$ cat src/logic/vpp_consts.vh
// constants for the video processor port block: offsets, field positions, timing
// included by bare name from the top-level design file under logic/; the gray converter does not include it
`ifndef VPP_CONSTS_VH
`define VPP_CONSTS_VH
`define VPP_LUMA_DELAY_ADDR     8'h0F
`define VPP_LUMA_DELAY_RESET    16'h0080
`define VPP_LD_BYPASS_BIT       7
`define VPP_LD_SEL_HI           6
`define VPP_LD_SEL_LO           4
`define VPP_LD_CENTER           4
`define VPP_PLL_WORD_BITS       12
`define VPP_PLL_SEL_BITS        3
`define VPP_PLL_TUNE_BITS       9
`define VPP_PLL_SEL_RESET       3'h0
`define VPP_LINE_PERIOD_NS      64000
`define VPP_CLK_PERIOD_NS       10
`define VPP_DCLK_DIV            4
`endif

$ cat src/logic/vpp_gray2bin.v
// gray to binary converter for the incoming video sample
// input is already registered in the main clock domain
`timescale 1ns/10ps
module vpp_gray2bin #(
  parameter W = 7
) (
  // conversion
  input  wire [W-1:0] gray_i,
  output wire [W-1:0] bin_o
);
  genvar k;
  assign bin_o[W-1] = gray_i[W-1];
  generate
    for (k = W-2; k >= 0; k = k - 1)
    begin : g_bit
      assign bin_o[k] = bin_o[k+1] ^ gray_i[k];
    end
  endgenerate
endmodule

$ cat src/logic/vpp_top.v
// video processor pin interface: gray video in, luma/chroma out, pll serial word out
// assumes the video and sync pins are asynchronous to clk_sys_i; datapath filters are outside this block
// Notes on behaviour
// - luma delay bits 7..4, bit7 bypasses delay
// - colour key active low, low is pulse
// - 7-bit gray video word, bit0 is LSB
// - vblank low; measurements only inside vblank
// - disable high tristates luma and chroma outputs
// - reset low returns to initial state
// - pll data clock is main clock / 4
// - shift 12-bit pll word on data output
// - 4-bit chroma bus, bit0 carries mux sync
// - 8-bit luminance word, bit0 is LSB
// - sensitivity high for cutoff, low white
// - selector routes beam or photo input
// - convert gray video to binary first
// - three select bits, nine tuning bits
// - new pll word each line start
`timescale 1ns/10ps
`include "vpp_consts.vh"
module vpp_top #(
  parameter LINE_CYCLES = `VPP_LINE_PERIOD_NS / `VPP_CLK_PERIOD_NS
) (
  // clock and reset
  input  wire        clk_sys_i,
  input  wire        nrst_i,
  // video and sync pins
  input  wire [6:0]  video_in_i,
  input  wire        color_key_n_i,
  input  wire        vblank_n_i,
  input  wire        outputs_disable_i,
  // luma delay register load
  input  wire        reg_wr_i,
  input  wire [7:0]  reg_addr_i,
  input  wire [15:0] reg_wdata_i,
  // pll tuning from the phase loop
  input  wire [2:0]  pll_osc_sel_i,
  input  wire [8:0]  pll_tune_i,
  // luma and chroma outputs
  output reg  [7:0]  luma_out_o,
  output reg  [7:0]  luma_oe_o,
  output reg  [3:0]  chroma_out_o,
  output reg  [3:0]  chroma_oe_o,
  // pll serial link
  output reg         pll_dclk_o,
  output reg         pll_data_o,
  // measurement control
  output reg         beam_sense_switch_o,
  output reg         photo_sense_switch_o,
  output reg         high_sens_o
);
  localparam LD_DEPTH = 9;
  localparam integer LINE_LAST_I = LINE_CYCLES - 1;
  localparam [15:0] LINE_LAST = LINE_LAST_I[15:0];
  localparam [1:0] ST_IDLE = 2'h0;
  localparam [1:0] ST_SHIFT = 2'h1;
  localparam [1:0] ST_MS_CUTOFF = 2'h0;
  localparam [1:0] ST_MS_WHITE = 2'h1;
  localparam [1:0] ST_MS_PHOTO = 2'h2;
  localparam [1:0] ST_MS_DONE = 2'h3;

  // three-stage synchronisers; the second and third stage must agree
  reg  [9:0]  s1_ff, s2_ff, s3_ff;
  reg  [9:0]  pin_ff;
  integer     i;
  always @(posedge clk_sys_i or negedge nrst_i)
  begin
    if (!nrst_i)
    begin
      s1_ff  <= 10'h3E0;
      s2_ff  <= 10'h3E0;
      s3_ff  <= 10'h3E0;
      pin_ff <= 10'h3E0;
    end
    else
    begin
      s1_ff <= {outputs_disable_i, vblank_n_i, color_key_n_i, video_in_i};
      s2_ff <= s1_ff;
      s3_ff <= s2_ff;
      for (i = 0; i < 10; i = i + 1)
        if (s2_ff[i] == s3_ff[i])
          pin_ff[i] <= s3_ff[i];
    end
  end
  wire [6:0] gray_w   = pin_ff[6:0];
  wire       key_w    = ~pin_ff[7];
  wire       vblank_w = ~pin_ff[8];
  wire       dis_w    = pin_ff[9];

  // gray to binary before the luma path
  wire [6:0] bin_w;
  vpp_gray2bin #(
    .W (7)
  ) u_g2b (
    .gray_i (gray_w),
    .bin_o  (bin_w)
  );

  // luma delay register, write only
  reg  [15:0] ld_ff;
  always @(posedge clk_sys_i or negedge nrst_i)
  begin
    if (!nrst_i)
      ld_ff <= `VPP_LUMA_DELAY_RESET;
    else if (reg_wr_i && reg_addr_i == `VPP_LUMA_DELAY_ADDR)
      ld_ff <= reg_wdata_i;
  end

  // delay line: tap 4 is nominal, taps 0..8 give -4..+4
  reg  [7:0]  dl_ff [0:LD_DEPTH-1];
  reg  [3:0]  tap;
  integer     j;
  always @(posedge clk_sys_i or negedge nrst_i)
  begin
    if (!nrst_i)
    begin
      for (j = 0; j < LD_DEPTH; j = j + 1)
        dl_ff[j] <= 8'h00;
    end
    else
    begin
      dl_ff[0] <= {1'b0, bin_w} + {1'b0, bin_w};
      for (j = 1; j < LD_DEPTH; j = j + 1)
        dl_ff[j] <= dl_ff[j-1];
    end
  end
  // the bypass bit outranks the select bits; a lower tap is a younger sample,
  // so negative codes land below the centre tap
  always @*
  begin
    if (ld_ff[`VPP_LD_BYPASS_BIT])
      tap = 4'd`VPP_LD_CENTER;
    else if (ld_ff[`VPP_LD_SEL_HI])
      tap = {2'b00, ld_ff[5:4]} + 4'h5;
    else
      tap = {2'b00, ld_ff[5:4]};
  end

  // chroma mux: slot 0 sync marker on bit 0, then R-Y, B-Y, alignment nibbles
  reg  [1:0]  slot_ff;
  reg  [3:0]  nxt_chroma;
  reg  [7:0]  meas_ff;
  always @*
  begin
    case (slot_ff)
      2'h0:    nxt_chroma = 4'h1;
      2'h1:    nxt_chroma = bin_w[6:3];
      2'h2:    nxt_chroma = bin_w[3:0];
      default: nxt_chroma = key_w ? 4'h0 : meas_ff[3:0];
    endcase
  end

  always @(posedge clk_sys_i or negedge nrst_i)
  begin
    if (!nrst_i)
    begin
      slot_ff      <= 2'h0;
      luma_out_o   <= 8'h00;
      chroma_out_o <= 4'h0;
      luma_oe_o    <= 8'h00;
      chroma_oe_o  <= 4'h0;
    end
    else
    begin
      slot_ff      <= slot_ff + 2'h1;
      luma_out_o   <= key_w ? 8'h00 : dl_ff[tap];
      chroma_out_o <= nxt_chroma;
      luma_oe_o    <= {8{~dis_w}};
      chroma_oe_o  <= {4{~dis_w}};
    end
  end

  // line timer starts each pll word
  reg  [15:0] line_ff;
  wire        line_start = (line_ff == LINE_LAST);
  always @(posedge clk_sys_i or negedge nrst_i)
  begin
    if (!nrst_i)
      line_ff <= 16'h0000;
    else if (line_start)
      line_ff <= 16'h0000;
    else
      line_ff <= line_ff + 16'h0001;
  end

  // data clock divider: phase 0,1 high, 2,3 low; data changes only while it is high
  // the clock stands high between words, so the receiver sees exactly twelve falls
  // and takes the word over on the twelfth fall
  reg  [1:0]  ph_ff;
  reg  [1:0]  st_ff;
  reg  [11:0] sh_ff;
  reg  [3:0]  bit_ff;
  reg         start_ff;
  always @(posedge clk_sys_i or negedge nrst_i)
  begin
    if (!nrst_i)
    begin
      ph_ff      <= 2'h0;
      pll_dclk_o <= 1'b1;
      pll_data_o <= 1'b0;
      st_ff      <= ST_IDLE;
      sh_ff      <= 12'h000;
      bit_ff     <= 4'h0;
      start_ff   <= 1'b0;
    end
    else
    begin
      ph_ff      <= ph_ff + 2'h1;
      if (st_ff == ST_SHIFT && bit_ff != 4'h0)
        pll_dclk_o <= (ph_ff == 2'h3) || (ph_ff == 2'h0);
      else
        pll_dclk_o <= 1'b1;
      if (line_start)
        start_ff <= 1'b1;
      case (st_ff)
        ST_IDLE:
        begin
          if (start_ff && ph_ff == 2'h3)
          begin
            start_ff   <= line_start;
            sh_ff      <= {pll_osc_sel_i, pll_tune_i};
            bit_ff     <= 4'h0;
            st_ff      <= ST_SHIFT;
          end
        end
        default:
        begin
          if (ph_ff == 2'h3)
          begin
            if (bit_ff == `VPP_PLL_WORD_BITS)
              st_ff <= ST_IDLE;
            else
            begin
              pll_data_o <= sh_ff[11];
              sh_ff      <= {sh_ff[10:0], 1'b0};
              bit_ff     <= bit_ff + 4'h1;
            end
          end
        end
      endcase
    end
  end

  // measurements run only during vertical blanking
  reg  [1:0]  ms_ff;
  reg         vb_d_ff;
  always @(posedge clk_sys_i or negedge nrst_i)
  begin
    if (!nrst_i)
    begin
      ms_ff                <= ST_MS_DONE;
      vb_d_ff              <= 1'b0;
      meas_ff              <= 8'h00;
      beam_sense_switch_o  <= 1'b0;
      photo_sense_switch_o <= 1'b0;
      high_sens_o          <= 1'b0;
    end
    else
    begin
      vb_d_ff <= vblank_w;
      if (!vblank_w)
      begin
        ms_ff                <= ST_MS_DONE;
        beam_sense_switch_o  <= 1'b0;
        photo_sense_switch_o <= 1'b0;
        high_sens_o          <= 1'b0;
      end
      else
      begin
        if (!vb_d_ff)
          ms_ff <= ST_MS_CUTOFF;
        else if (line_start && ms_ff != ST_MS_DONE)
          ms_ff <= ms_ff + 2'h1;
        case (ms_ff)
          ST_MS_CUTOFF:
          begin
            beam_sense_switch_o  <= 1'b1;
            photo_sense_switch_o <= 1'b0;
            high_sens_o          <= 1'b1;
          end
          ST_MS_WHITE:
          begin
            beam_sense_switch_o  <= 1'b1;
            photo_sense_switch_o <= 1'b0;
            high_sens_o          <= 1'b0;
          end
          ST_MS_PHOTO:
          begin
            beam_sense_switch_o  <= 1'b0;
            photo_sense_switch_o <= 1'b1;
            high_sens_o          <= 1'b0;
          end
          default:
          begin
            beam_sense_switch_o  <= 1'b0;
            photo_sense_switch_o <= 1'b0;
            high_sens_o          <= 1'b0;
          end
        endcase
        meas_ff <= {1'b0, bin_w};
      end
    end
  end
endmodule

$ cat config.mk
export PLATFORM = sky130hd
export DESIGN_NAME = vpp_top
export DESIGN_NICKNAME = d
export VERILOG_FILES = /design/src/logic/vpp_gray2bin.v /design/src/logic/vpp_top.v
export VERILOG_INCLUDE_DIRS = /design/src /design/src/logic
export SDC_FILE = /design/constraint.sdc
export NUM_CORES = 1
export LEC_CHECK = 0
export BUFFER_PORTS_ARGS = -buffer_cell sky130_fd_sc_hd__buf_2
export CORE_MARGIN = 10
export CORE_UTILIZATION = 57
export CTS_CLUSTER_DIAMETER = 50
export DETAILED_ROUTE_END_ITERATION = 12
export PLACE_DENSITY_LB_ADDON = 0.12
export SYNTH_ARGS = -nofsm -noshare
export SYNTH_HDL_FRONTEND = slang
export SYNTH_SLANG_ARGS = --single-unit
$ cat constraint.sdc
create_clock -name clk_sys_i -period 2.8 [get_ports clk_sys_i]
set_input_delay 0.14 -clock clk_sys_i [delete_from_list [all_inputs] [get_ports clk_sys_i]]
set_output_delay 0.14 -clock clk_sys_i [all_outputs]
set_load 0.01 [all_outputs]
==> impl_metrics.prom, run 1 <==
# TYPE chip_impl_metric gauge
chip_impl_metric{name="layout.cell_area.non_filler",unit="µm²"} 7848
chip_impl_metric{name="drc_errors",unit=""} 0
chip_impl_metric{name="crit_arrival",unit="ns"} 2.49
chip_impl_metric{name="whs",unit="ns"} 0.02459
chip_impl_metric{name="core.rowCount",unit=""} 39
chip_impl_metric{name="cts.clk_slew.worst_paths",unit="ns"} 0.07
chip_impl_metric{name="grtUsageMet3",unit=""} 0.05666
chip_impl_metric{name="instance_count_of_the_mapped_netlist",unit=""} 531
chip_impl_metric{name="postPlaceCellArea",unit="µm²"} 6974
chip_impl_metric{name="ff2ff_path_depth",unit=""} 5
chip_impl_metric{name="power_leakage",unit="µW"} 0.003607
chip_impl_info{name="worst_hold_path_type",value="in2reg"} 1
chip_impl_metric{name="drt-initial-drc-count",unit=""} 279
chip_impl_info{name="ys_top_cells_by_area",value="sky130_fd_sc_hd__dfrtp_1, sky130_fd_sc_hd__dfstp_2, sky130_fd_sc_hd__nand2_1, sky130_fd_sc_hd__o21ai_0, sky130_fd_sc_hd__ha_1"} 1
chip_impl_metric{name="timing.slew.headroom",unit=""} 0.4834
chip_impl_info{name="gr-max-usage-layer",value="met2"} 1
chip_impl_metric{name="synth.yosys.warnings",unit=""} 0
chip_impl_info{name="min_from",value="pll_tune_i[4]"} 1
chip_impl_metric{name="vias_per_cell",unit=""} 5.307
chip_impl_metric{name="dr_total_vias",unit=""} 4081
chip_impl_metric{name="finalWeightedCongestion",unit=""} 0.7923
chip_impl_info{name="postSynth.topFlopCell",value="sky130_fd_sc_hd__dfrtp_1"} 1
chip_impl_metric{name="area_delta_synth_final",unit="%"} 19.76
chip_impl_metric{name="timing.final.crit_period",unit="ns"} 2.201
chip_impl_metric{name="synthArstFlopShare",unit=""} 1.000
chip_impl_metric{name="grtUsageMet1",unit=""} 0.1764
chip_impl_metric{name="h-tree-depth",unit=""} 4
chip_impl_metric{name="synth_area",unit="µm²"} 6553
chip_impl_metric{name="numClockSinks",unit=""} 169
chip_impl_metric{name="ys_seq_elements",unit=""} 169
chip_impl_metric{name="fp.coreArea",unit="µm²"} 11320
chip_impl_metric{name="cap_viol_max_count",unit=""} 0
chip_impl_metric{name="cts_inserted_buffers",unit=""} 17
chip_impl_info{name="cts_root_buf",value="sky130_fd_sc_hd__clkbuf_16"} 1
chip_impl_metric{name="final_nets",unit=""} 675
chip_impl_metric{name="post-route-util",unit=""} 0.6932
chip_impl_metric{name="grt_util_all_layers",unit=""} 0.1522
chip_impl_info{name="timing.hold.worst_endpoint",value="sh_ff[4]"} 1
chip_impl_metric{name="io_pins",unit=""} 78
chip_impl_metric{name="post_route_cells_drive_above_1_share",unit=""} 0.2300
chip_impl_metric{name="irDropWorstVdd",unit="µV"} 765.2
chip_impl_metric{name="dp_hpwl",unit="µm"} 7743
chip_impl_info{name="setup.worst_path.start_class",value="flip-flop"} 1
chip_impl_metric{name="cts_max_path_buffers",unit=""} 2
chip_impl_metric{name="syn-num-nets",unit=""} 592
chip_impl_info{name="synth_largest_area_cell",value="sky130_fd_sc_hd__dfrtp_1"} 1
chip_impl_metric{name="initial_core_utilization",unit=""} 0.5788
chip_impl_metric{name="floorplan.die.width",unit="µm"} 127.2
chip_impl_info{name="worstSetupEndpointType",value="flip-flop"} 1
chip_impl_metric{name="power.density",unit="nW/µm²"} 806.4
chip_impl_info{name="grt_setup_unrepaired",value="no"} 1
chip_impl_info{name="r2r_end",value="chroma_out_o[0]"} 1
chip_impl_info{name="setup.worst_path.class",value="reg2reg"} 1
chip_impl_metric{name="finalHoldViolCount",unit=""} 0
chip_impl_metric{name="preCtsSetupSlack",unit="ns"} 0.5125
chip_impl_info{name="tritoncts_clock_tree",value="done"} 1
chip_impl_metric{name="whs_path_depth",unit=""} 3
chip_impl_metric{name="clk_latency",unit="ns"} 0.43
chip_impl_metric{name="report.final.setup_viol",unit=""} 0
chip_impl_metric{name="gr-usage-met2",unit=""} 0.2485
chip_impl_metric{name="slew_violations",unit=""} 0
chip_impl_metric{name="fin_skew",unit="ns"} 0.009409
chip_impl_metric{name="diodes",unit=""} 0
chip_impl_metric{name="grt-ovfl-total",unit=""} 0
chip_impl_metric{name="number_of_enable_type_register_cells_in_the_synthesized_netlist",unit=""} 0
chip_impl_metric{name="worst-r2r-setup-slack",unit="ns"} 0.60
chip_impl_metric{name="seq_area_frac_synth",unit=""} 0.6500
chip_impl_info{name="reg2reg_from",value="pin_ff[5]"} 1
chip_impl_metric{name="number_of_antenna_violations_at_the_first_check_in_global_routing",unit=""} 0
chip_impl_metric{name="max_clock_freq",unit="GHz"} 0.4544
chip_impl_metric{name="netlist-cell-type-count",unit=""} 52
chip_impl_metric{name="grt_max_degree",unit=""} 82
chip_impl_metric{name="tns",unit="ns"} 0
chip_impl_info{name="run_status",value="complete, no violations"} 1
chip_impl_metric{name="post-route-period-util",unit=""} 0.7859
chip_impl_metric{name="post_synth.cell_area_avg",unit="µm²"} 12.34
chip_impl_metric{name="drt.antenna.violating_nets",unit=""} 0
chip_impl_metric{name="port_buffers",unit=""} 64
chip_impl_metric{name="post_cts_resize_count",unit=""} 0
chip_impl_metric{name="yosys.area.top_type_share",unit=""} 0.5538
chip_impl_metric{name="drt_pass1_iterations",unit=""} 5
chip_impl_metric{name="finalWorstSetupSlack",unit="ns"} 0.5995
chip_impl_metric{name="wl",unit="µm"} 11640
chip_impl_metric{name="worst-slew-pin-transition",unit="ns"} 0.7741
chip_impl_metric{name="critical_path_required",unit="ns"} 3.09
chip_impl_metric{name="height_of_the_die",unit="µm"} 127.2
chip_impl_metric{name="critical_path_peak_fanout",unit=""} 4
chip_impl_metric{name="total_die_area",unit="µm²"} 16180
chip_impl_metric{name="vias_in_the_first_global_route",unit=""} 4119
chip_impl_metric{name="avgRoutedWirePerCell",unit="µm"} 15.14
chip_impl_metric{name="grt_pass1_wl",unit="µm"} 19910
-- cells in the mapped netlist (9+ instances only) --
master,instances
sky130_fd_sc_hd__and3_1,10
sky130_fd_sc_hd__buf_4,12
sky130_fd_sc_hd__clkbuf_1,15
sky130_fd_sc_hd__dfrtp_1,145
sky130_fd_sc_hd__dfstp_2,24
sky130_fd_sc_hd__ha_1,12
sky130_fd_sc_hd__inv_1,16
sky130_fd_sc_hd__maj3_1,10
sky130_fd_sc_hd__mux2i_1,12
sky130_fd_sc_hd__nand2_1,58
sky130_fd_sc_hd__nand3_1,24
sky130_fd_sc_hd__nor2_1,36
sky130_fd_sc_hd__nor2b_1,15
sky130_fd_sc_hd__o21ai_0,31
sky130_fd_sc_hd__xnor2_1,9
sky130_fd_sc_hd__xor2_1,11
-- stage by stage --
step	cells	total power [µW]
after floorplan	531	3567
after global placement	716	3789
after detailed placement	716	3836
after CTS	769	6407
after global routing	769	6633
final	769	6328
-- routing by layer --
metal,vias up,wire length [µm],part of all wire
met2,77,6065,0.52
met4,0,172,0.015
met5,-,0,0
met3,18,469,0.040
li1,1972,-,-
met1,2014,4933,0.42
-- cell type report --
cell class | count | area (µm²)
inverters | 16 | 60.06
well taps | 143 | 178.9
clock inverters | 6 | 135.1
fillers | 808 | 3473
flip-flops and latches | 169 | 4259
repair buffers | 95 | 626.9
clock buffers | 25 | 515.5
multi-input cells | 315 | 2072
-- kinds of logic after synthesis --
group                    synth area share
flip-flops                         0.6500
AND/OR/NAND/NOR                    0.1262
other                           0.0005723
multiplexers                      0.03380
adder cells (fa/ha/maj)           0.03819
XOR/XNOR                          0.03914
AO/OA/AOI/OAI                     0.07791
buffers and inverters             0.03418
-- critical path, stage by stage, from the launching register on --
cell,delay [ns]
sky130_fd_sc_hd__dfstp_2,0.55
sky130_fd_sc_hd__xor3_2,0.51
sky130_fd_sc_hd__xnor3_2,0.46
sky130_fd_sc_hd__xor2_2,0.19
sky130_fd_sc_hd__a221oi_2,0.23
sky130_fd_sc_hd__o21ai_1,0.11
-- state kept, by name, indices dropped and copies added (netlist names), 2 cells and up --
register,count
s2_ff,10
line_ff,16
dl_ff,63
s3_ff,10
ms_ff,2
ld_ff,4
meas_ff,4
slot_ff,2
luma_out_o,7
chroma_out_o,4
s1_ff,10
pin_ff,10
bit_ff,4
sh_ff,12
ph_ff,2
-- power by group --
group | switching, µW | internal [µW] | leakage, µW | total [µW]
registers | 233 | 2900 | 0.00198 | 3130
logic | 366 | 317 | 0.00132 | 684
clock network | 885 | 1630 | 0.000312 | 2520
total | 1480 | 4840 | 0.00361 | 6330
-- cells in the final DEF (no fill, tap or decap), drive strengths merged, types with 2 or more instances in the layout --
| cell | Yosys | routed |
|---|---|---|
| nor2 | 36 | 36 |
| mux2 | 7 | 7 |
| nand2b | 7 | 7 |
| xnor2 | 9 | 9 |
| bufinv | 0 | 4 |
| nand3 | 24 | 24 |
| and4 | 2 | 2 |
| clkbuf | 15 | 25 |
| buf | 16 | 73 |
| maj3 | 10 | 10 |
| dfstp | 24 | 24 |
| a32o | 6 | 6 |
| mux2i | 12 | 12 |
| a21oi | 5 | 5 |
| dfrtp | 145 | 145 |
| clkinvlp | 0 | 2 |
| nor4b | 2 | 2 |
| nand4 | 6 | 6 |
| o22ai | 6 | 6 |
| o221ai | 7 | 7 |
| a31oi | 8 | 8 |
| nor2b | 15 | 15 |
| xor2 | 13 | 13 |
| o21ai | 32 | 32 |
| ha | 12 | 12 |
| nand2 | 58 | 58 |
| and3 | 10 | 10 |
| nor3 | 6 | 6 |
| inv | 16 | 16 |
| dlygate4sd3 | 0 | 22 |
| a221oi | 4 | 4 |
-- worst max path at each step --
stage / startpoint / depth (start not counted) / slack, ns / end
after floorplan: ld_ff[5] / 5 / 0.77 / luma_out_o[1]
after global placement: bit_ff[0] / 5 / 0.60 / sh_ff[7]
after detailed placement: bit_ff[1] / 5 / 0.51 / sh_ff[2]
after CTS: bit_ff[1] / 5 / 0.48 / sh_ff[11]
after global routing: ld_ff[4] / 6 / 0.40 / luma_out_o[4]
final: pin_ff[5] / 5 / 0.60 / chroma_out_o[0]
-- timing repair --
action,in CTS,in global routing
hold buffers,22,0
endpoints found under the hold margin,78,0
buffers inserted,0,0
Power figures use the tool's default switching activity.
==> run 2: changes to the inputs <==
--- a/config.mk
+++ b/config.mk
@@ -8,7 +8,7 @@
 export LEC_CHECK = 0
 export BUFFER_PORTS_ARGS = -buffer_cell sky130_fd_sc_hd__buf_2
 export CORE_MARGIN = 10
-export CORE_UTILIZATION = 57
+export CORE_UTILIZATION = 52
 export CTS_CLUSTER_DIAMETER = 50
 export DETAILED_ROUTE_END_ITERATION = 12
 export PLACE_DENSITY_LB_ADDON = 0.12
==> constraint.sdc (replaced) <==
create_clock -name clk_sys_i -period 1.9 [get_ports clk_sys_i]
set_input_delay 0.095 -clock clk_sys_i [delete_from_list [all_inputs] [get_ports clk_sys_i]]
set_output_delay 0.095 -clock clk_sys_i [all_outputs]
set_load 0.01 [all_outputs]
==> run 2 against run 1 <==
Combinational power rose by 58%. Clock power rose by 45%. Final area rose by 2.9%. First-iteration DRC count fell by 21%. Register-to-register slack got worse by 0.54 ns. Non-clock buffer count rose by 22. Critical path type unchanged. Largest cell class unchanged. Highest routed layer unchanged.
==> impl_metrics.prom, run 2 (synthesis results as in run 1) <==
# TYPE chip_impl_metric gauge
chip_impl_info{name="run_status",value="complete, no violations"} 1
chip_impl_info{name="tritoncts_clock_tree",value="done"} 1
chip_impl_metric{name="port_buffers",unit=""} 64
chip_impl_metric{name="total_die_area",unit="µm²"} 17490
chip_impl_metric{name="floorplan.die.width",unit="µm"} 132.3
chip_impl_metric{name="drc_errors",unit=""} 0
chip_impl_metric{name="largest_reg_flops",unit=""} 63
chip_impl_metric{name="io_pins",unit=""} 78
chip_impl_metric{name="vias_per_cell",unit=""} 5.120
chip_impl_metric{name="number_of_antenna_violations_at_the_first_check_in_global_routing",unit=""} 0
chip_impl_metric{name="avgRoutedWirePerCell",unit="µm"} 14.82
chip_impl_metric{name="dr_total_vias",unit=""} 4183
chip_impl_metric{name="power_leakage",unit="µW"} 0.003713
chip_impl_info{name="setup.worst_path.class",value="reg2reg"} 1
chip_impl_metric{name="clk_latency",unit="ns"} 0.43
chip_impl_metric{name="fin_skew",unit="ns"} 0.007641
chip_impl_metric{name="irDropWorstVdd",unit="µV"} 867.5
chip_impl_metric{name="drt.antenna.violating_nets",unit=""} 0
chip_impl_metric{name="grt_util_all_layers",unit=""} 0.1484
chip_impl_info{name="worstSetupEndpointType",value="flip-flop"} 1
chip_impl_metric{name="critical_path_required",unit="ns"} 2.21
chip_impl_info{name="layout.cells.most_common_list",value="sky130_fd_sc_hd__dfrtp_1, sky130_fd_sc_hd__buf_2, sky130_fd_sc_hd__nand2_1, sky130_fd_sc_hd__nor2_1, sky130_fd_sc_hd__o21ai_0"} 1
chip_impl_metric{name="post_route_cells_drive_above_1_share",unit=""} 0.2465
chip_impl_metric{name="layout.cell_area.non_filler",unit="µm²"} 8075
chip_impl_metric{name="grt-ovfl-total",unit=""} 0
chip_impl_metric{name="count_of_placed_standard_cells_in_the_final_layout_fillers_left_out",unit=""} 817
chip_impl_metric{name="report.final.setup_viol",unit=""} 0
chip_impl_metric{name="finalHoldViolCount",unit=""} 0
chip_impl_metric{name="vias_in_the_first_global_route",unit=""} 4438
chip_impl_info{name="final_common_cell",value="sky130_fd_sc_hd__dfrtp_1"} 1
chip_impl_metric{name="grt_pass1_wl",unit="µm"} 21510
chip_impl_metric{name="initial_core_utilization",unit=""} 0.5388
chip_impl_info{name="registers.top_by_ff_count",value="dl_ff"} 1
chip_impl_metric{name="timing.final.crit_period",unit="ns"} 1.838
chip_impl_metric{name="post-route-period-util",unit=""} 0.9674
chip_impl_metric{name="h-tree-depth",unit=""} 4
chip_impl_metric{name="cts_inserted_buffers",unit=""} 17
chip_impl_metric{name="max_clock_freq",unit="GHz"} 0.5440
chip_impl_metric{name="layout.filler_cells",unit=""} 888
chip_impl_info{name="cts_root_buf",value="sky130_fd_sc_hd__clkbuf_16"} 1
chip_impl_metric{name="cts.clk_slew.worst_paths",unit="ns"} 0.06
chip_impl_metric{name="dpl.cell_count",unit=""} 757
chip_impl_metric{name="cap_viol_max_count",unit=""} 0
chip_impl_metric{name="drt-initial-drc-count",unit=""} 220
chip_impl_metric{name="cts_post_setup_buffers_inserted",unit=""} 0
chip_impl_info{name="largestRegisters",value="dl_ff: 63 flops, line_ff: 16 flops, sh_ff: 12 flops"} 1
chip_impl_metric{name="area_delta_synth_final",unit="%"} 23.24
chip_impl_metric{name="final_nets",unit=""} 697
chip_impl_metric{name="core.rowCount",unit=""} 40
chip_impl_metric{name="fp.coreArea",unit="µm²"} 12160
chip_impl_metric{name="finalWorstSetupSlack",unit="ns"} 0.06193
chip_impl_metric{name="crit_arrival",unit="ns"} 2.15
chip_impl_metric{name="dp_hpwl",unit="µm"} 8240
chip_impl_info{name="setup.worst_path.start_class",value="flip-flop"} 1
chip_impl_metric{name="critical_path_peak_fanout",unit=""} 4
chip_impl_metric{name="preCtsSetupSlack",unit="ns"} -0.01935
chip_impl_metric{name="diodes",unit=""} 0
chip_impl_metric{name="slew_violations",unit=""} 0
chip_impl_metric{name="grt_max_degree",unit=""} 51
chip_impl_metric{name="postPlaceCellArea",unit="µm²"} 7144
chip_impl_metric{name="drt_pass1_iterations",unit=""} 4
chip_impl_metric{name="power.density",unit="nW/µm²"} 1157
chip_impl_metric{name="finalWeightedCongestion",unit=""} 0.7678
chip_impl_metric{name="post-route-util",unit=""} 0.6640
chip_impl_info{name="grt_setup_unrepaired",value="yes"} 1
chip_impl_metric{name="numClockSinks",unit=""} 169
chip_impl_metric{name="cts_max_path_buffers",unit=""} 2
chip_impl_metric{name="wl",unit="µm"} 12110
chip_impl_metric{name="height_of_the_die",unit="µm"} 132.3
chip_impl_info{name="worst_hold_path_type",value="in2reg"} 1
chip_impl_metric{name="worst-r2r-setup-slack",unit="ns"} 0.06
-- run 2: layout make-up --
| cell class | instances | area, µm² | share of cell area |
|---|---|---|---|
| well taps | 168 | 210.2 | 0.02603 |
| inverters | 16 | 60.06 | 0.007437 |
| repair buffers | 117 | 819.5 | 0.1015 |
| clock inverters | 7 | 138.9 | 0.01720 |
| multi-input cells | 315 | 2092 | 0.2591 |
| flip-flops and latches | 169 | 4259 | 0.5274 |
| clock buffers | 25 | 495.5 | 0.06136 |
-- run 2: timing repair --
| action | in CTS | in global routing |
|---|---|---|
| hold buffers | 28 | 0 |
| setup endpoints to repair | 2 | 3 |
| resized for setup | 0 | 2 |
| pin swaps | 1 | 0 |
| hold endpoints to repair | 71 | 0 |
-- run 2: final timing paths --
| path | endpoint | from | cells past startpoint |
|---|---|---|---|
| worst max-delay path | chroma_out_o[0] | pin_ff[6] | 5 |
| worst min-delay path | sh_ff[3] | pll_tune_i[3] | 3 |
| worst max register to register | chroma_out_o[0] | pin_ff[6] | 5 |
| worst min register to register | s2_ff[3] | s1_ff[3] | 0 |
| max in group asynchronous | pin_ff[8] | nrst_i | 3 |
| min in group asynchronous | dl_ff[2] | nrst_i | 2 |
-- run 2: routing by layer --
| metal | track usage | up-vias | share of wire |
|---|---|---|---|
| li1 | - | 2027 | - |
| met1 | 0.1741 | 2076 | 0.42 |
| met2 | 0.2518 | 65 | 0.52 |
| met3 | 0.04954 | 15 | 0.038 |
| met4 | 0.04584 | 0 | 0.014 |
| met5 | 0 | - | 0 |
-- run 2: stage by stage --
stage	power, µW	hold slack (ns)	setup TNS (ns)
after floorplan	5255	-0.2006	0
after global placement	5640	0.06675	0
after detailed placement	5707	0.06638	-0.02897
after CTS	9429	0.01081	0
after global routing	9798	0.03621	-0.03507
final	9342	0.01780	0
-- run 2: worst max-delay path, cell delays in order (launching register included) --
cell	delay, ns
sky130_fd_sc_hd__dfstp_2	0.54
sky130_fd_sc_hd__xor3_2	0.39
sky130_fd_sc_hd__xnor3_2	0.30
sky130_fd_sc_hd__xor2_2	0.19
sky130_fd_sc_hd__a221oi_2	0.22
sky130_fd_sc_hd__o21ai_1	0.08
-- run 2: report_power, final --
| part | leakage, µW | internal, µW | switching (µW) |
|---|---|---|---|
| logic | 0.00143 | 524 | 554 |
| clock network | 0.000311 | 2340 | 1310 |
| registers | 0.00198 | 4270 | 350 |
==> run 3: changes to the inputs <==
--- a/config.mk
+++ b/config.mk
@@ -7,7 +7,6 @@
 export NUM_CORES = 1
 export LEC_CHECK = 0
 export BUFFER_PORTS_ARGS = -buffer_cell sky130_fd_sc_hd__buf_2
-export CORE_MARGIN = 10
 export CORE_UTILIZATION = 52
 export CTS_CLUSTER_DIAMETER = 50
 export DETAILED_ROUTE_END_ITERATION = 12
==> run 3 against run 2 <==
Clock power shrank 6.6%. Register-to-register slack lost 0.05 ns. Critical path depth grew 1. Clock skew grew 0.010 ns. Total power shrank 1.5%. Core utilization grew 0.32 points. First-iteration DRC count grew 20%. Fmax shrank 2.7%. Largest cell class unchanged.
==> impl_metrics.prom, run 3 (synthesis results as in run 1) <==
# TYPE chip_impl_metric gauge
chip_impl_info{name="critical-path-slowest-cell",value="sky130_fd_sc_hd__dfstp_2"} 1
chip_impl_metric{name="cts.clk_slew.worst_paths",unit="ns"} 0.06
chip_impl_metric{name="height_of_the_die",unit="µm"} 114.3
chip_impl_metric{name="total_die_area",unit="µm²"} 13050
chip_impl_metric{name="post_route_total_power",unit="µW"} 9199
chip_impl_metric{name="avgRoutedWirePerCell",unit="µm"} 14.16
chip_impl_metric{name="count_of_placed_standard_cells_in_the_final_layout_fillers_left_out",unit=""} 823
chip_impl_metric{name="drc_errors",unit=""} 0
chip_impl_metric{name="grt_util_all_layers",unit=""} 0.1987
chip_impl_info{name="crit_path_cell_trace",value="xor3_2 -> buf_12 -> xor2_4 -> xor2_1 -> a221oi_1 -> a21oi_1"} 1
chip_impl_metric{name="port_buffers",unit=""} 64
chip_impl_metric{name="crit_arrival",unit="ns"} 2.19
chip_impl_metric{name="h-tree-depth",unit=""} 4
chip_impl_metric{name="finalWeightedCongestion",unit=""} 0.7585
chip_impl_metric{name="largest_reg_flops",unit=""} 63
chip_impl_metric{name="area_delta_synth_final",unit="%"} 23.83
chip_impl_metric{name="cap_viol_max_count",unit=""} 0
chip_impl_metric{name="numClockSinks",unit=""} 169
chip_impl_metric{name="vias_in_the_first_global_route",unit=""} 4264
chip_impl_metric{name="diodes",unit=""} 0
chip_impl_metric{name="floorplan.die.width",unit="µm"} 114.3
chip_impl_info{name="min_from",value="reg_addr_i[3]"} 1
chip_impl_metric{name="drt-initial-drc-count",unit=""} 263
chip_impl_metric{name="critical_path_peak_fanout",unit=""} 5
chip_impl_metric{name="fp.coreArea",unit="µm²"} 12160
chip_impl_info{name="tritoncts_clock_tree",value="done"} 1
chip_impl_metric{name="slowest_delay",unit="ns"} 0.54
chip_impl_info{name="registers.top_by_ff_count",value="dl_ff"} 1
chip_impl_metric{name="drt_pass1_iterations",unit=""} 4
chip_impl_metric{name="cts_inserted_buffers",unit=""} 17
chip_impl_metric{name="slew_violations",unit=""} 0
chip_impl_metric{name="io_pins",unit=""} 78
chip_impl_info{name="grt_setup_unrepaired",value="yes"} 1
chip_impl_metric{name="clk_latency",unit="ns"} 0.43
chip_impl_metric{name="power.density",unit="nW/µm²"} 1134
chip_impl_metric{name="initial_core_utilization",unit=""} 0.5388
chip_impl_metric{name="report.final.setup_viol",unit=""} 0
chip_impl_metric{name="drt.antenna.violating_nets",unit=""} 0
chip_impl_info{name="layout.cells.most_common_list",value="sky130_fd_sc_hd__dfrtp_1, sky130_fd_sc_hd__buf_2, sky130_fd_sc_hd__nand2_1, sky130_fd_sc_hd__nor2_1, sky130_fd_sc_hd__o21ai_0"} 1
chip_impl_metric{name="wl",unit="µm"} 11650
chip_impl_info{name="crit_path_start",value="pin_ff[6]"} 1
chip_impl_metric{name="post_route_cells_drive_above_1_share",unit=""} 0.2595
chip_impl_metric{name="final_nets",unit=""} 703
chip_impl_metric{name="timing.slew.headroom",unit=""} 0.6093
chip_impl_metric{name="timing.critical_path.buf_inv",unit=""} 1
chip_impl_metric{name="critical_path_required",unit="ns"} 2.20
chip_impl_metric{name="fin_skew",unit="ns"} 0.01812
chip_impl_metric{name="vias_per_cell",unit=""} 5.074
chip_impl_metric{name="grt_pass1_wl",unit="µm"} 19860
chip_impl_metric{name="irDropWorstVdd",unit="µV"} 640.1
chip_impl_metric{name="worst-slew-pin-transition",unit="ns"} 0.5860
chip_impl_info{name="cts_root_buf",value="sky130_fd_sc_hd__clkbuf_16"} 1
chip_impl_info{name="final_common_cell",value="sky130_fd_sc_hd__dfrtp_1"} 1
chip_impl_info{name="worstSetupEndpointType",value="flip-flop"} 1
chip_impl_metric{name="number_of_antenna_violations_at_the_first_check_in_global_routing",unit=""} 0
chip_impl_metric{name="cts_max_path_buffers",unit=""} 2
chip_impl_info{name="setup.worst_path.class",value="reg2reg"} 1
chip_impl_metric{name="finalHoldViolCount",unit=""} 0
chip_impl_metric{name="worst-r2r-setup-slack",unit="ns"} 0.01
chip_impl_info{name="run_status",value="complete, no violations"} 1
chip_impl_metric{name="grt_max_degree",unit=""} 64
chip_impl_info{name="largestRegisters",value="dl_ff: 63 flops, line_ff: 16 flops, sh_ff: 12 flops"} 1
chip_impl_info{name="reg2reg_from",value="pin_ff[6]"} 1
chip_impl_metric{name="dp_hpwl",unit="µm"} 7758
chip_impl_info{name="critical_path.top_delay_family",value="XOR/XNOR gates"} 1
chip_impl_metric{name="grt-ovfl-total",unit=""} 0
chip_impl_metric{name="max_clock_freq",unit="GHz"} 0.5291
chip_impl_info{name="setup.worst_path.start_class",value="flip-flop"} 1
chip_impl_info{name="worst_hold_path_type",value="in2reg"} 1
chip_impl_metric{name="timing.final.crit_period",unit="ns"} 1.890
chip_impl_metric{name="dr_total_vias",unit=""} 4176
chip_impl_metric{name="dpl.cell_count",unit=""} 758
chip_impl_metric{name="core.rowCount",unit=""} 40
chip_impl_metric{name="power_leakage",unit="µW"} 0.003726
chip_impl_metric{name="post-route-period-util",unit=""} 0.9947
## run 3: worst paths after layout
kind | endpoint | cells past startpoint
max | chroma_out_o[2] | 6
max in group asynchronous | pll_dclk_o | 3
min | ld_ff[5] | 3
max reg2reg | chroma_out_o[2] | 6
min reg2reg | s2_ff[1] | 0
min in group asynchronous | chroma_oe_o[0] | 2
## run 3: where the power goes
| part | leakage [µW] | switching, µW | internal (µW) |
|---|---|---|---|
| clock | 0.000291 | 1350 | 2070 |
| sequential | 0.00198 | 342 | 4270 |
| combinational | 0.00146 | 576 | 600 |
| total | 0.00373 | 2270 | 6930 |
## run 3: cell type report
type / count / area (µm²)
multi-input combinational: 315 / 2105
inverter: 16 / 60.06
timing repair buffer: 123 / 879.6
fill: 880 / 4048
sequential: 169 / 4259
tap: 168 / 210.2
clock inverter: 11 / 120.1
clock buffer: 21 / 480.5
## run 3: tightest hold or removal path: stages
cell,delay [ns]
sky130_fd_sc_hd__buf_2,0.10
sky130_fd_sc_hd__nor4b_4,0.14
sky130_fd_sc_hd__o21ai_0,0.13
## run 3: metrics by stage
stage / setup slack [ns] / util / setup TNS [ns] / area, µm² / hold slack [ns]
after floorplan: 0.04435 / - / 0 / 6559 / -0.2006
after global placement: 0.02511 / 0.5881 / 0 / 7152 / 0.1111
after detailed placement: -0.004541 / 0.5881 / -0.004541 / 7152 / 0.1172
after CTS: -0.01065 / 0.6619 / -0.01065 / 8050 / 0.05798
after global routing: -0.05766 / 0.6672 / -0.07856 / 8114 / 0.08055
final: 0.01010 / 0.6672 / 0 / 8114 / 0.09182
## run 3: layer usage
metal  up-vias  wire (µm)  GRT usage
met3        19        279    0.05558
li1       2038          -          -
met2        54       6137     0.3463
met1      2065       5064     0.2304
met5         -          0          0
met4         0        170    0.08398
## run 3: what timing repair did
| item | in CTS | in global routing |
|---|---|---|
| setup endpoints to repair | 2 | 7 |
| gates resized for setup | 0 | 4 |
| pin swaps | 0 | 3 |
| endpoints found under the hold margin | 66 | 0 |
| buffers inserted | 1 | 3 |
| hold buffers | 29 | 0 |
